<file path="config.mk">
export PLATFORM = sky130hd
export DESIGN_NAME = rct_counter_tick
export DESIGN_NICKNAME = d
export VERILOG_FILES = /design/src/pkg/rct_pkg.sv /design/src/verilog/rct_counter_tick.sv
export SDC_FILE = /design/constraint.sdc
export NUM_CORES = 1
export LEC_CHECK = 0
export BUFFER_PORTS_ARGS = -buffer_cell sky130_fd_sc_hd__buf_2
export CAP_MARGIN = 20
export CORE_MARGIN = 1
export CORE_UTILIZATION = 56
export CTS_BUF_LIST = sky130_fd_sc_hd__clkbuf_8
export DETAILED_ROUTE_END_ITERATION = 8
export GPL_TIMING_DRIVEN = 0
export PLACE_DENSITY_LB_ADDON = 0.12
export RECOVER_POWER = 25
export SLEW_MARGIN = 20
export SYNTH_ARGS = -nofsm -noshare
export SYNTH_HDL_FRONTEND = slang
export SYNTH_SLANG_ARGS = --single-unit
</file>
<file path="constraint.sdc">
create_clock -name ref_clk_in -period 2.5 [get_ports ref_clk_in]
set_clock_uncertainty 0.15 [all_clocks]
set_input_delay 0.5 -clock ref_clk_in [delete_from_list [all_inputs] [get_ports ref_clk_in]]
set_output_delay 0.5 -clock ref_clk_in [all_outputs]
set_load 0.1 [all_outputs]
</file>
<file path="src/pkg/rct_pkg.sv">
// Shared constants and carriers for the real-time counter with tick timer.
// Assumes a 32-bit AXI4-Lite master and byte address = 4 * register index.
package rct_pkg;
   // ----------------------------------------
   // Register indices (byte address is four times these)
   // ----------------------------------------
   localparam logic [5:0] IDX_MAIN_CTRL = 6'h00;
   localparam logic [5:0] IDX_SYNC_STAT = 6'h01;
   localparam logic [5:0] IDX_IRQ_EN = 6'h02;
   localparam logic [5:0] IDX_IRQ_FLAGS = 6'h03;
   localparam logic [5:0] IDX_WIDE_LATCH = 6'h04;
   localparam logic [5:0] IDX_DBG_CTRL = 6'h05;
   localparam logic [5:0] IDX_SRC_CLK = 6'h07;
   localparam logic [5:0] IDX_COUNT = 6'h08;
   localparam logic [5:0] IDX_LIMIT = 6'h0A;
   localparam logic [5:0] IDX_MATCH = 6'h0C;
   localparam logic [5:0] IDX_TICK_CTRL = 6'h10;
   localparam logic [5:0] IDX_TICK_STAT = 6'h11;
   localparam logic [5:0] IDX_TICK_EN = 6'h12;
   localparam logic [5:0] IDX_TICK_FLAGS = 6'h13;
   localparam logic [5:0] IDX_TICK_DBG = 6'h15;
   // ----------------------------------------
   // Field positions and writable masks
   // ----------------------------------------
   localparam int MC_ON = 0;
   localparam int MC_DIV_LSB = 3;
   localparam int MC_ASLEEP = 7;
   localparam int TK_ON = 0;
   localparam int TK_PER_LSB = 3;
   localparam int IRQ_WRAP = 0;
   localparam int IRQ_MATCH = 1;
   localparam logic [7:0] MAIN_CTRL_MASK = 8'hF9;
   localparam logic [7:0] TICK_CTRL_MASK = 8'h79;
   // Busy indices equal sync status bit positions; tick uses its own reg
   localparam int B_MAIN = 0;
   localparam int B_CNT = 1;
   localparam int B_LIM = 2;
   localparam int B_MATCH = 3;
   localparam int B_TICK = 4;
   localparam int NBUSY = 5;
   // Slow-clock edges from a write until it takes effect
   localparam logic [1:0] SYNC_STAGES = 2'h2;
   // ----------------------------------------
   // Reset values and bus answers
   // ----------------------------------------
   localparam logic [7:0] MAIN_CTRL_RST = 8'h00;
   localparam logic [15:0] LIMIT_RST = 16'hFFFF;
   localparam logic [1:0] RESP_OKAY = 2'h0;
   localparam logic [1:0] RESP_SLVERR = 2'h2;

   typedef struct packed {
      logic awvalid;
      logic [7:0] awaddr;
      logic wvalid;
      logic [31:0] wdata;
      logic [3:0] wstrb;
      logic bready;
      logic arvalid;
      logic [7:0] araddr;
      logic rready;
   } rct_axi_req_t;

   typedef struct packed {
      logic awready;
      logic wready;
      logic bvalid;
      logic [1:0] bresp;
      logic arready;
      logic rvalid;
      logic [1:0] rresp;
      logic [31:0] rdata;
   } rct_axi_rsp_t;
endpackage

</file>
<file path="src/verilog/rct_counter_tick.sv">
// Real-time counter and tick timer with an AXI4-Lite register slave.
// Assumes the slow clock arrives as a pin much slower than ref_clk_in,
// and that sleep and halt levels come from logic on ref_clk_in.
//
// How it works
// - counter wrapping from limit to zero sets the wrap flag
// - counter equal to match value sets the match flag
// - each tick interval elapsed sets the tick flag
// - interrupt line high while enable and flag both set
// - separate enable and flag registers for counter and tick
// - counter runs in Idle, in Standby only with keep-running bit
// - tick timer runs in every sleep mode
// - counter and tick advance on slow clock edges only
// - sync status bits 3..0 show match, limit, count, main busy
// - halted without run bit stops the counter
// - halted without tick run bit forces tick output low
// - resume with tick high gives a fresh edge and extra flag
// - divider field 6:3 divides slow clock by two to its power
// - divider write takes effect two slow clock edges later
// - main control bit 0 enables counter, resets to zero
// - main control bit 7 keeps counter running in Standby
// - enable bit 1 gates the match interrupt
// - writing one clears a flag, zero leaves it
// - enable bit 0 gates the wrap interrupt
//
// Design decision made here: register access over AXI4-Lite.
`timescale 1ns/10ps
module rct_counter_tick
   import rct_pkg::*;
(
   input wire logic ref_clk_in,
   input wire logic nrst_in,
   input wire rct_axi_req_t axi_req_in,
   output rct_axi_rsp_t axi_rsp_out,
   input wire logic slow_clk_in,
   input wire logic sleep_standby_in,
   input wire logic cpu_halted_in,
   output logic counter_irq_out,
   output logic tick_irq_out,
   output logic tick_level_out,
   output logic wrap_event_out,
   output logic match_event_out
);
   // ----------------------------------------
   // State
   // ----------------------------------------
   typedef struct packed {
      logic [2:0] sync;
      logic slow_lvl;
      logic aw_held;
      logic [5:0] aw_idx;
      logic w_held;
      logic [15:0] w_data;
      logic [1:0] w_strb;
      logic bvalid;
      logic [1:0] bresp;
      logic rvalid;
      logic [1:0] rresp;
      logic [15:0] rdata;
      logic [7:0] main_ctrl;
      logic [7:0] main_act;
      logic [NBUSY-1:0] busy;
      logic [2*NBUSY-1:0] stage;
      logic [15:0] cnt;
      logic [15:0] cnt_sh;
      logic [15:0] limit;
      logic [15:0] limit_sh;
      logic [15:0] match;
      logic [15:0] match_sh;
      logic [1:0] irq_en;
      logic [1:0] flags;
      logic [7:0] temp;
      logic run_halt;
      logic [1:0] source_clock_choice;
      logic [7:0] tick_ctrl;
      logic [7:0] tick_act;
      logic tick_en;
      logic tick_flag;
      logic tick_run_halt;
      logic [15:0] pre;
      logic tick_q;
      logic wrap_ev;
      logic match_ev;
   } rct_state_t;
   rct_state_t r_reg;
   rct_state_t r_next;
   logic settled;
   logic slow_tick;
   logic cnt_run;
   logic adv;
   logic wrap_hit;
   logic match_hit;
   logic apply_cnt;
   logic tick_gated;
   logic tick_rise;
   logic wr_go;
   logic rd_go;
   logic awready;
   logic wready;
   logic arready;
   logic [15:0] mask;
   logic [15:0] cnt_inc;
   logic [3:0] wrap_limit;
   logic [1:0] clr_f;
   logic clr_t;
   logic [NBUSY-1:0] start;
   // Byte-lane merge for the 16-bit registers
   function automatic logic [15:0] merge16(input logic [15:0] old_v,
      input logic [15:0] new_v, input logic [1:0] strb);
      merge16 = {strb[1] ? new_v[15:8] : old_v[15:8],
                 strb[0] ? new_v[7:0] : old_v[7:0]};
   endfunction
   // ----------------------------------------
   // Next-state logic
   // ----------------------------------------
   always_comb begin
      r_next = r_reg;
      // Slow clock pin: edge counts once stages two and three agree
      r_next.sync = {r_reg.sync[1:0], slow_clk_in};
      settled = r_reg.sync[1] == r_reg.sync[2];
      if (settled) begin
         r_next.slow_lvl = r_reg.sync[2];
      end
      slow_tick = settled && r_reg.sync[2] && !r_reg.slow_lvl;
      // Shared prescaler, idle while both functions are off
      if (!(r_reg.main_act[MC_ON] || r_reg.tick_act[TK_ON])) begin
         r_next.pre = '0;
      end else if (slow_tick) begin
         r_next.pre = r_reg.pre + 16'h1;
      end
      mask = ~(16'hFFFF << r_reg.main_act[MC_DIV_LSB+:4]);
      // Counter gating by enable, standby and debug halt
      cnt_run = r_reg.main_act[MC_ON]
         && !(sleep_standby_in && !r_reg.main_act[MC_ASLEEP])
         && !(cpu_halted_in && !r_reg.run_halt);
      adv = slow_tick && cnt_run && ((r_reg.pre & mask) == mask);
      wrap_hit = adv && (r_reg.cnt == r_reg.limit);
      cnt_inc = wrap_hit ? 16'h0000 : r_reg.cnt + 16'h1;
      match_hit = adv && (cnt_inc == r_reg.match);
      if (adv) begin
         r_next.cnt = cnt_inc;
      end
      r_next.wrap_ev = wrap_hit;
      r_next.match_ev = match_hit;
      // Tick output follows one prescaler bit; sleep does not touch it
      wrap_limit = r_reg.tick_act[TK_PER_LSB+:4];
      tick_gated = r_reg.tick_act[TK_ON] && (wrap_limit != 4'h0)
         && r_reg.pre[wrap_limit]
         && !(cpu_halted_in && !r_reg.tick_run_halt);
      r_next.tick_q = tick_gated;
      tick_rise = tick_gated && !r_reg.tick_q;
      // Pending writes land after SYNC_STAGES slow edges
      apply_cnt = 1'b0;
      for (int i = 0; i < NBUSY; i++) begin
         if (r_reg.busy[i] && slow_tick) begin
            r_next.stage[2*i+:2] = r_reg.stage[2*i+:2] - 2'h1;
            if (r_reg.stage[2*i+:2] == 2'h1) begin
               r_next.busy[i] = 1'b0;
               case (i)
                  B_MAIN: r_next.main_act = r_reg.main_ctrl;
                  B_CNT: begin
                     r_next.cnt = r_reg.cnt_sh;
                     apply_cnt = 1'b1;
                  end
                  B_LIM: r_next.limit = r_reg.limit_sh;
                  B_MATCH: r_next.match = r_reg.match_sh;
                  default: r_next.tick_act = r_reg.tick_ctrl;
               endcase
            end
         end
      end
      // Write address and data are taken independently
      awready = !r_reg.aw_held && !r_reg.bvalid;
      wready = !r_reg.w_held && !r_reg.bvalid;
      if (axi_req_in.awvalid && awready) begin
         r_next.aw_held = 1'b1;
         r_next.aw_idx = axi_req_in.awaddr[7:2];
      end
      if (axi_req_in.wvalid && wready) begin
         r_next.w_held = 1'b1;
         r_next.w_data = axi_req_in.wdata[15:0];
         r_next.w_strb = axi_req_in.wstrb[1:0];
      end
      if (r_reg.bvalid && axi_req_in.bready) begin
         r_next.bvalid = 1'b0;
      end
      // Register writes; a busy write restarts its own crossing
      wr_go = r_reg.aw_held && r_reg.w_held && !r_reg.bvalid;
      start = '0;
      clr_f = 2'h0;
      clr_t = 1'b0;
      if (wr_go) begin
         r_next.aw_held = 1'b0;
         r_next.w_held = 1'b0;
         r_next.bvalid = 1'b1;
         r_next.bresp = RESP_OKAY;
         case (r_reg.aw_idx)
            IDX_MAIN_CTRL: if (r_reg.w_strb[0]) begin
               r_next.main_ctrl = r_reg.w_data[7:0] & MAIN_CTRL_MASK;
               start[B_MAIN] = 1'b1;
            end
            IDX_IRQ_EN: if (r_reg.w_strb[0]) begin
               r_next.irq_en = r_reg.w_data[1:0];
            end
            IDX_IRQ_FLAGS: if (r_reg.w_strb[0]) begin
               clr_f = r_reg.w_data[1:0];
            end
            IDX_WIDE_LATCH: if (r_reg.w_strb[0]) begin
               r_next.temp = r_reg.w_data[7:0];
            end
            IDX_DBG_CTRL: if (r_reg.w_strb[0]) begin
               r_next.run_halt = r_reg.w_data[0];
            end
            IDX_SRC_CLK: if (r_reg.w_strb[0]) begin
               r_next.source_clock_choice = r_reg.w_data[1:0];
            end
            IDX_COUNT: if (|r_reg.w_strb) begin
               r_next.cnt_sh = merge16(r_reg.cnt_sh, r_reg.w_data,
                  r_reg.w_strb);
               start[B_CNT] = 1'b1;
            end
            IDX_LIMIT: if (|r_reg.w_strb) begin
               r_next.limit_sh = merge16(r_reg.limit_sh, r_reg.w_data,
                  r_reg.w_strb);
               start[B_LIM] = 1'b1;
            end
            IDX_MATCH: if (|r_reg.w_strb) begin
               r_next.match_sh = merge16(r_reg.match_sh, r_reg.w_data,
                  r_reg.w_strb);
               start[B_MATCH] = 1'b1;
            end
            IDX_TICK_CTRL: if (r_reg.w_strb[0]) begin
               r_next.tick_ctrl = r_reg.w_data[7:0] & TICK_CTRL_MASK;
               start[B_TICK] = 1'b1;
            end
            IDX_TICK_EN: if (r_reg.w_strb[0]) begin
               r_next.tick_en = r_reg.w_data[0];
            end
            IDX_TICK_FLAGS: if (r_reg.w_strb[0]) begin
               clr_t = r_reg.w_data[0];
            end
            IDX_TICK_DBG: if (r_reg.w_strb[0]) begin
               r_next.tick_run_halt = r_reg.w_data[0];
            end
            IDX_SYNC_STAT, IDX_TICK_STAT: ; // Read-only, write ignored
            default: r_next.bresp = RESP_SLVERR;
         endcase
      end
      for (int i = 0; i < NBUSY; i++) begin
         if (start[i]) begin
            r_next.busy[i] = 1'b1;
            r_next.stage[2*i+:2] = SYNC_STAGES;
         end
      end
      // Flags: a set in the clearing cycle wins
      r_next.flags = (r_reg.flags & ~clr_f) | {match_hit, wrap_hit};
      r_next.tick_flag = (r_reg.tick_flag & ~clr_t) | tick_rise;
      // Read channel
      arready = !r_reg.rvalid;
      rd_go = axi_req_in.arvalid && arready;
      if (r_reg.rvalid && axi_req_in.rready) begin
         r_next.rvalid = 1'b0;
      end
      if (rd_go) begin
         r_next.rvalid = 1'b1;
         r_next.rresp = RESP_OKAY;
         r_next.rdata = 16'h0000;
         case (axi_req_in.araddr[7:2])
            IDX_MAIN_CTRL: r_next.rdata[7:0] = r_reg.main_ctrl;
            IDX_SYNC_STAT: r_next.rdata[3:0] = r_reg.busy[3:0];
            IDX_IRQ_EN: r_next.rdata[1:0] = r_reg.irq_en;
            IDX_IRQ_FLAGS: r_next.rdata[1:0] = r_reg.flags;
            IDX_WIDE_LATCH: r_next.rdata[7:0] = r_reg.temp;
            IDX_DBG_CTRL: r_next.rdata[0] = r_reg.run_halt;
            IDX_SRC_CLK: r_next.rdata[1:0] = r_reg.source_clock_choice;
            IDX_COUNT: r_next.rdata = r_reg.cnt;
            IDX_LIMIT: r_next.rdata = r_reg.limit_sh;
            IDX_MATCH: r_next.rdata = r_reg.match_sh;
            IDX_TICK_CTRL: r_next.rdata[7:0] = r_reg.tick_ctrl;
            IDX_TICK_STAT: r_next.rdata[0] = r_reg.busy[B_TICK];
            IDX_TICK_EN: r_next.rdata[0] = r_reg.tick_en;
            IDX_TICK_FLAGS: r_next.rdata[0] = r_reg.tick_flag;
            IDX_TICK_DBG: r_next.rdata[0] = r_reg.tick_run_halt;
            default: r_next.rresp = RESP_SLVERR;
         endcase
      end
   end
   // ----------------------------------------
   // Registers
   // ----------------------------------------
   always_ff @(posedge ref_clk_in or negedge nrst_in) begin
      if (!nrst_in) begin
         r_reg <= '0;
         r_reg.main_ctrl <= MAIN_CTRL_RST;
         r_reg.main_act <= MAIN_CTRL_RST;
         r_reg.limit <= LIMIT_RST;
         r_reg.limit_sh <= LIMIT_RST;
      end else begin
         r_reg <= r_next;
      end
   end
   // ----------------------------------------
   // Outputs
   // ----------------------------------------
   always_comb begin
      axi_rsp_out = '0;
      axi_rsp_out.awready = awready;
      axi_rsp_out.wready = wready;
      axi_rsp_out.bvalid = r_reg.bvalid;
      axi_rsp_out.bresp = r_reg.bresp;
      axi_rsp_out.arready = arready;
      axi_rsp_out.rvalid = r_reg.rvalid;
      axi_rsp_out.rresp = r_reg.rresp;
      axi_rsp_out.rdata[15:0] = r_reg.rdata;
   end
   // Two vectors: counter wrap/match and tick
   assign counter_irq_out = |(r_reg.flags & r_reg.irq_en);
   assign tick_irq_out = r_reg.tick_flag & r_reg.tick_en;
   assign tick_level_out = r_reg.tick_q;
   assign wrap_event_out = r_reg.wrap_ev;
   assign match_event_out = r_reg.match_ev;
endmodule

</file>
==> reports/results.md, run 1 <==
| Metric | Reported | Unit |
|:---|:---|:---|
| Stage delay of the slowest cell on the critical path | 0.58 | ns |
| Worst-path fanout max | 10 | - |
| Initial DRC Count | 670 | - |
| Top flip-flop cell by instance count after synthesis | dfrtp_1 | - |
| Estimated wirelength of the detail-placed design | 19.78 | mm |
| Run status | finished, violations left | - |
| Leading cell types by total area after synthesis | dfrtp_1 (42%), mux2_2 (13%), dfstp_2 (7.6%) | - |
| Critical Path, Cell by Cell | buf_6 -> nand4_4 -> buf_6 -> nor2_1 -> nand3_1 -> xor2_1 -> o21ai_0 -> nand2_1 -> or4b_4 -> o21ai_2 | - |
| Layout cells sized above 1 | 0.3672 | - |
| Post-route DRC violation count | 0 | - |
| First-pass GRT wire length | 44.02 | mm |
| Sequential area share after synthesis | 0.4994 | - |
| Post-Syn Instances | 1004 | - |
| Violated checks | negative setup slack | - |
| Per-instance average area after synthesis | 11.06 | um2 |
| TritonCTS clock tree | done | - |
| Most frequent cells in the layout | dfrtp_1 (182), mux2_2 (127), nand2_1 (77) | - |
| Row Count | 51 | - |
| DP Worst Slack | -1.083 | ns |
| Height of the die | 142.8 | um |
| Worst-case setup margin in the final layout | -0.3213 | ns |
| Die width | 142.8 | um |
| Number of setup violations in the final report | 21 | - |
| Via count of the first global-routing pass | 7833 | - |
| Die Outline Area | 0.02039 | mm2 |
| Root buf cell | clkbuf_8 | - |
| Total Routing Usage GR | 0.2851 | - |
| Post-synthesis register bit count | 220 | - |
| Number of antenna repair diodes | 0 | - |
| IO Count | 108 | - |
| Kind of start point of the critical path | flop | - |
| Crit-path slowest cell | or4b_4 | - |
| Standby leakage power | 6.112 | nW |
| Fraction of post-synthesis cell area in the top cell type by area | 0.4237 | - |
| Number of warnings reported in the yosys synthesis log | 0 | - |
| Maximum resistive drop on vdd | 1.350 | mV |
| Number of sinks handled by clock tree synthesis | 220 | - |
| Post-detailed-route wirelength per cell | 19.57 | um |
| Post-route antenna net violation count | 0 | - |
| Setup CP Type | reg2reg | - |
| Inserted Clock Buffers | 38 | - |
| CTS HTree Levels | 2 | - |
| Max Cap Violations | 0 | - |
| Initial Utilization | 0.5705 | - |
| Classification of the worst-slack hold path | in2reg | - |
| Largest net degree at the start of global routing | 83 | - |
| Synthesis-to-layout area growth | 19.89 | % |
| Portion of the clock cycle consumed by the worst path in the final layout | 1.129 | - |
| Number of max-slew violations in the final report | 0 | - |
| Total number of nets in the final design | 1223 | - |
| Setup repair after global routing missed its margin | true | - |
| Max-slew headroom | 0.3031 | - |
| Post-synth ARST share | 1.000 | - |
| Endpoint kind of the worst setup timing path | flop | - |
| Number of vias in the routed layout | 8407 | - |
| Total power after layout | 12.79 | mW |
| Antenna violations before repair | 0 | - |
| Number of failing hold endpoints at the final stage | 0 | - |
| Flip-flop count of the largest register, all copies and words added | 195 | - |
| Clock-pin slew on the worst setup and hold paths | 0.06 | ns |
| Pre-antenna DRT Iters | 5 | - |
| Worst-Skew Late Latency | 0.55 | ns |
| Post-layout minimum cycle time | 2.821 | ns |
| Maximum clock insertion buffer count | 3 | - |
| Port bufs | 65 | - |
| Leading area contributor after synthesis | dfrtp_1 | - |
| Data arrival time of the critical path | 3.14 | ns |
| Most frequent standard cell in the layout excluding fill and tap cells | dfrtp_1 | - |
| Final-layout fill cell count | 1466 | - |
| Mapped Area | 0.01110 | mm2 |
| Worst Max-Slew Pin Slew | 1.045 | ns |
| Core ar. | 0.01946 | mm2 |
| Highest Clock Rate | 0.3544 | GHz |
| Cell Pwr Density | 960.6 | mW/mm2 |
| Data required time at the worst endpoint | 2.82 | ns |
| Post-synth EDFFs | 0 | - |
| Distinct cell type count of the synthesized netlist | 76 | - |
| Final estimated routing congestion in global placement | 0.8916 | - |
| Detailed Route WL | 28.31 | mm |
| Via density per instance | 5.810 | - |
| Most common cell on crit path | buf_6 | - |
| Grt total ovfl | 0 | - |
[stage by stage]
step	std cells	instance area [um2]	hold WS [ns]	TNS [ns]	utilization
2_1_floorplan	1021	11180	0.05441	-0.04337	-
3_3_place_gp	1351	11840	0.1856	-652.01	0.6081
3_5_place_dp	1353	11900	0.1910	-43.01	0.6114
4_1_cts	1440	13090	0.01038	-0.9016	0.6726
5_1_grt	1447	13310	0.02177	-21.94	0.6840
6_report	1447	13310	0.03499	-2.471	0.6840
[synth_stat cells (3+ instances only)]
| library cell | count |
|---|---|
| a211oi_1 | 4 |
| a21o_1 | 9 |
| a21oi_1 | 24 |
| a222oi_1 | 15 |
| a22o_1 | 5 |
| a22oi_1 | 3 |
| a31oi_1 | 11 |
| and2_1 | 9 |
| and3_1 | 7 |
| and4_1 | 3 |
| buf_2 | 10 |
| buf_4 | 41 |
| clkbuf_1 | 37 |
| dfrtp_1 | 188 |
| dfstp_2 | 32 |
| ha_1 | 8 |
| inv_1 | 18 |
| mux2_1 | 5 |
| mux2_2 | 127 |
| mux2i_1 | 12 |
| mux4_2 | 4 |
| nand2_1 | 79 |
| nand2b_1 | 17 |
| nand3_1 | 39 |
| nand4_1 | 11 |
| nand4b_1 | 3 |
| nor2_1 | 63 |
| nor2b_1 | 7 |
| nor3_1 | 13 |
| nor3b_1 | 4 |
| nor4_1 | 3 |
| o2111ai_1 | 4 |
| o211ai_1 | 6 |
| o21a_1 | 11 |
| o21ai_0 | 62 |
| o21ai_1 | 3 |
| o311ai_1 | 4 |
| o31ai_1 | 3 |
| or3_1 | 10 |
| xnor2_1 | 27 |
| xor2_1 | 17 |
[report_power, final]
group	switching [mW]	internal, mW
logic	2.26	1.63
clock network	1.49	1.80
registers	1.03	4.58
total	4.78	8.01
[worst paths after layout]
path	depth (start not counted)	endpoint	slack, ns	startpoint
max reg2reg	10	r_reg[50]	-0.32	r_reg[137]
max in group asynchronous	4	r_reg[94]	0.07	nrst_in
min in group asynchronous	2	r_reg[10]	0.54	nrst_in
min	2	r_reg[222]	0.03	axi_req_in[51]
max	10	r_reg[50]	-0.32	r_reg[137]
min reg2reg	0	r_next[231]	0.20	r_next[230]
[worst max-delay path, delay by kind of cell, from the launching register on]
family / cells / cell delay, ns
xor gates and xnor gates: 1 / 0.21
and+or+nand+nor: 5 / 1.33
DFF: 1 / 0.34
buffers and inverters: 2 / 0.36
AOI/OAI and AO/OA: 2 / 0.36
[metal layers]
| layer | global-route usage | share of wire |
|---|---|---|
| met2 | 0.4216 | 0.44 |
| met4 | 0.08432 | 0.022 |
| met3 | 0.04594 | 0.066 |
| met1 | 0.4304 | 0.47 |
| met5 | 0 | 0 |
[final cells by class]
cell class	instances	area, um2	share of cell area
Buffer	87	600.6	0.04512
Clock buffer	50	688.2	0.05170
Clock inverter	19	87.58	0.006580
Inverter	18	67.56	0.005076
Multi-Input combinational cell	693	5354	0.4022
Sequential cell	220	5553	0.4171
Tap cell	265	331.6	0.02491
Timing Repair Buffer	95	629.4	0.04728
[timing repair]
item	in CTS	in global routing
gates cloned	0	2
pin swaps	17	20
hold buffers	6	0
hold endpoints to repair	73	0
setup endpoints to repair	109	89
resized for setup	63	59
setup buffers	15	6
[cell families after synthesis]
logic type,share of synthesized area
AOI/OAI and AO/OA,0.1130
adders and majority gates,0.01082
xor gates and xnor gates,0.03471
DFF,0.4994
buffers and inverters,0.05319
muxes,0.1528
other,0.0003377
and+or+nand+nor,0.1357
Power figures use the tool's default switching activity.
==> inputs of run 2 (changes only) <==
- ABC_CLOCK_PERIOD_IN_PS: default -> 2500
- CORE_UTILIZATION: 56 -> 45
==> reports/results.md, run 2 (same netlist as run 1, synthesis figures left out) <==
| Metric | Reported | Unit |
|:---|:---|:---|
| Largest net degree at the start of global routing | 97 | - |
| CTS HTree Levels | 2 | - |
| Port bufs | 65 | - |
| Post-route DRC violation count | 0 | - |
| Most frequent standard cell in the layout excluding fill and tap cells | dfrtp_1 | - |
| Cell count after placement | 1412 | - |
| Standby leakage power | 6.172 | nW |
| Endpoint of the lowest-slack register-to-register path | r_reg[50] | - |
| Worst setup path endpoint | r_reg[50] | - |
| Worst Max-Slew Pin Slew | 1.376 | ns |
| Row Count | 57 | - |
| Violated checks | negative setup slack | - |
| Pre-antenna DRT Iters | 6 | - |
| Run status | finished, violations left | - |
| Number of antenna repair diodes | 0 | - |
| Total number of nets in the final design | 1231 | - |
| Cells on worst reg2reg path | 9 | - |
| Worst-Skew Late Latency | 0.55 | ns |
| Height of the die | 159.1 | um |
| Highest Clock Rate | 0.3610 | GHz |
| Classification of the worst-slack hold path | in2reg | - |
| Number of failing hold endpoints at the final stage | 0 | - |
| Die Outline Area | 0.02531 | mm2 |
| Number of vias in the routed layout | 8485 | - |
| Number of setup violations in the final report | 13 | - |
| Critical path startpoint | r_reg[134] | - |
| DP Worst Slack | -1.232 | ns |
| Most frequent cells in the layout | dfrtp_1 (183), mux2_2 (127), nand2_1 (76) | - |
| Layout cells sized above 1 | 0.3649 | - |
| Worst-case setup margin in the final layout | -0.2702 | ns |
| Portion of the clock cycle consumed by the worst path in the final layout | 1.108 | - |
| Number of sinks handled by clock tree synthesis | 220 | - |
| Cell Pwr Density | 962.1 | mW/mm2 |
| Reg2Reg Launch Point | r_reg[134] | - |
| Kind of start point of the critical path | flop | - |
| Antenna violations before repair | 0 | - |
| Post-route antenna net violation count | 0 | - |
| Inserted Clock Buffers | 40 | - |
| Die width | 159.1 | um |
| Total Routing Usage GR | 0.2367 | - |
| Total power after layout | 12.94 | mW |
| IO Count | 108 | - |
| Core ar. | 0.02425 | mm2 |
| Post-detailed-route wirelength per cell | 19.53 | um |
| Flip-flop count of the largest register, all copies and words added | 195 | - |
| Slack of the worst reg-to-reg path | -0.27 | ns |
| Setup CP Type | reg2reg | - |
| Endpoint kind of the worst setup timing path | flop | - |
| Maximum clock insertion buffer count | 3 | - |
| First-pass GRT wire length | 46.66 | mm |
| Non-filler cells in the finished layout | 1516 | - |
| Detailed Route WL | 29.60 | mm |
| Post-layout minimum cycle time | 2.770 | ns |
| Data required time at the worst endpoint | 2.81 | ns |
| TritonCTS clock tree | done | - |
| Worst-path fanout max | 7 | - |
| Clock-pin slew on the worst setup and hold paths | 0.06 | ns |
| Max-slew headroom | 0.08270 | - |
| Fraction of the core area covered by cells at the end of the flow | 0.5545 | - |
| Grt total ovfl | 0 | - |
| Initial DRC Count | 720 | - |
| Setup repair after global routing missed its margin | true | - |
| Via count of the first global-routing pass | 8082 | - |
| Number of max-slew violations in the final report | 0 | - |
| Root buf cell | clkbuf_8 | - |
| Synthesis-to-layout area growth | 21.11 | % |
| Data arrival time of the critical path | 3.08 | ns |
| Final estimated routing congestion in global placement | 0.9247 | - |
| Max Cap Violations | 0 | - |
| Via density per instance | 5.597 | - |
| Estimated wirelength of the detail-placed design | 20.89 | mm |
| Maximum resistive drop on vdd | 0.9955 | mV |
| Initial Utilization | 0.4579 | - |
-- run 2: changes by cell type in the layout (fill, tap and decap cells not counted), moves of 3 or more --
cell,previous run,this run
clkbuf_2,3,7
clkbuf_4,6,3
clkinv_2,3,0
inv_1,29,40
nand3_1,37,34
nand3_2,2,5
o2111ai_2,3,0
o21ai_0,53,58
o21ai_1,11,5
-- run 2: final cells by class --
class / count / area (um2)
fillers: 2156 / 10800
flip-flops and latches: 220 / 5552
multi-input cells: 693 / 5345
repair buffers: 101 / 683.2
clock buffers: 48 / 660.6
plain buffers: 87 / 608.1
well taps: 324 / 405.4
clock inverters: 25 / 125.1
inverters: 18 / 67.56
-- run 2: what timing repair did --
action                                 4_1_cts  5_1_grt
pin swaps                                   16       17
gates cloned                                 2        1
endpoints found under the hold margin       43        0
resized for setup                           51       59
setup buffers                               14       15
hold buffers                                 5        0
setup endpoints to repair                   92       74
-- run 2: power by group --
| part | internal, mW | switching (mW) | leakage (nW) |
|---|---|---|---|
| clock network | 1.84 | 1.47 | 0.486 |
| registers | 4.58 | 1.08 | 2.79 |
| logic | 1.71 | 2.26 | 2.89 |
-- run 2: worst min path at each step --
stage                   startpoint             end  slack, ns  cells after the start
global placement       r_next[230]     r_next[231]       0.18                      0
floorplan                  nrst_in  axi_rsp_out[0]       0.05                      0
finish              axi_req_in[28]      r_reg[217]       0.03                      2
global route        axi_req_in[30]      r_reg[219]       0.01                      2
detailed placement     r_next[230]     r_next[231]       0.19                      0
CTS                 axi_req_in[28]      r_reg[217]      0.002                      2
-- run 2: critical path: stages, from the launching register on --
cell      delay, ns
dfrtp_1        0.41
buf_6          0.18
nand2_2        0.10
or3_4          0.36
a32oi_1        0.19
o211ai_1       0.11
a311oi_1       0.31
nand3_1        0.14
or4b_4         0.59
o21ai_2        0.13
-- run 2: stage by stage --
step	hold WS, ns	cell area [um2]	TNS (ns)
after global routing	0.01476	13450	-4.031
after floorplan	0.05441	11180	-0.04337
after CTS	0.002139	13110	-2.973
after detailed placement	0.1920	11970	-40.17
after global placement	0.1835	11910	-672.59
final	0.02548	13450	-1.114
-- run 2: routing by layer --
layer / routed length [um] / vias up / track usage
li1: - / 3903 / -
met1: 14010 / 4238 / 0.3512
met2: 13320 / 300 / 0.3608
met3: 1787 / 44 / 0.03829
met4: 480 / 0 / 0.05944
met5: 0 / - / 0
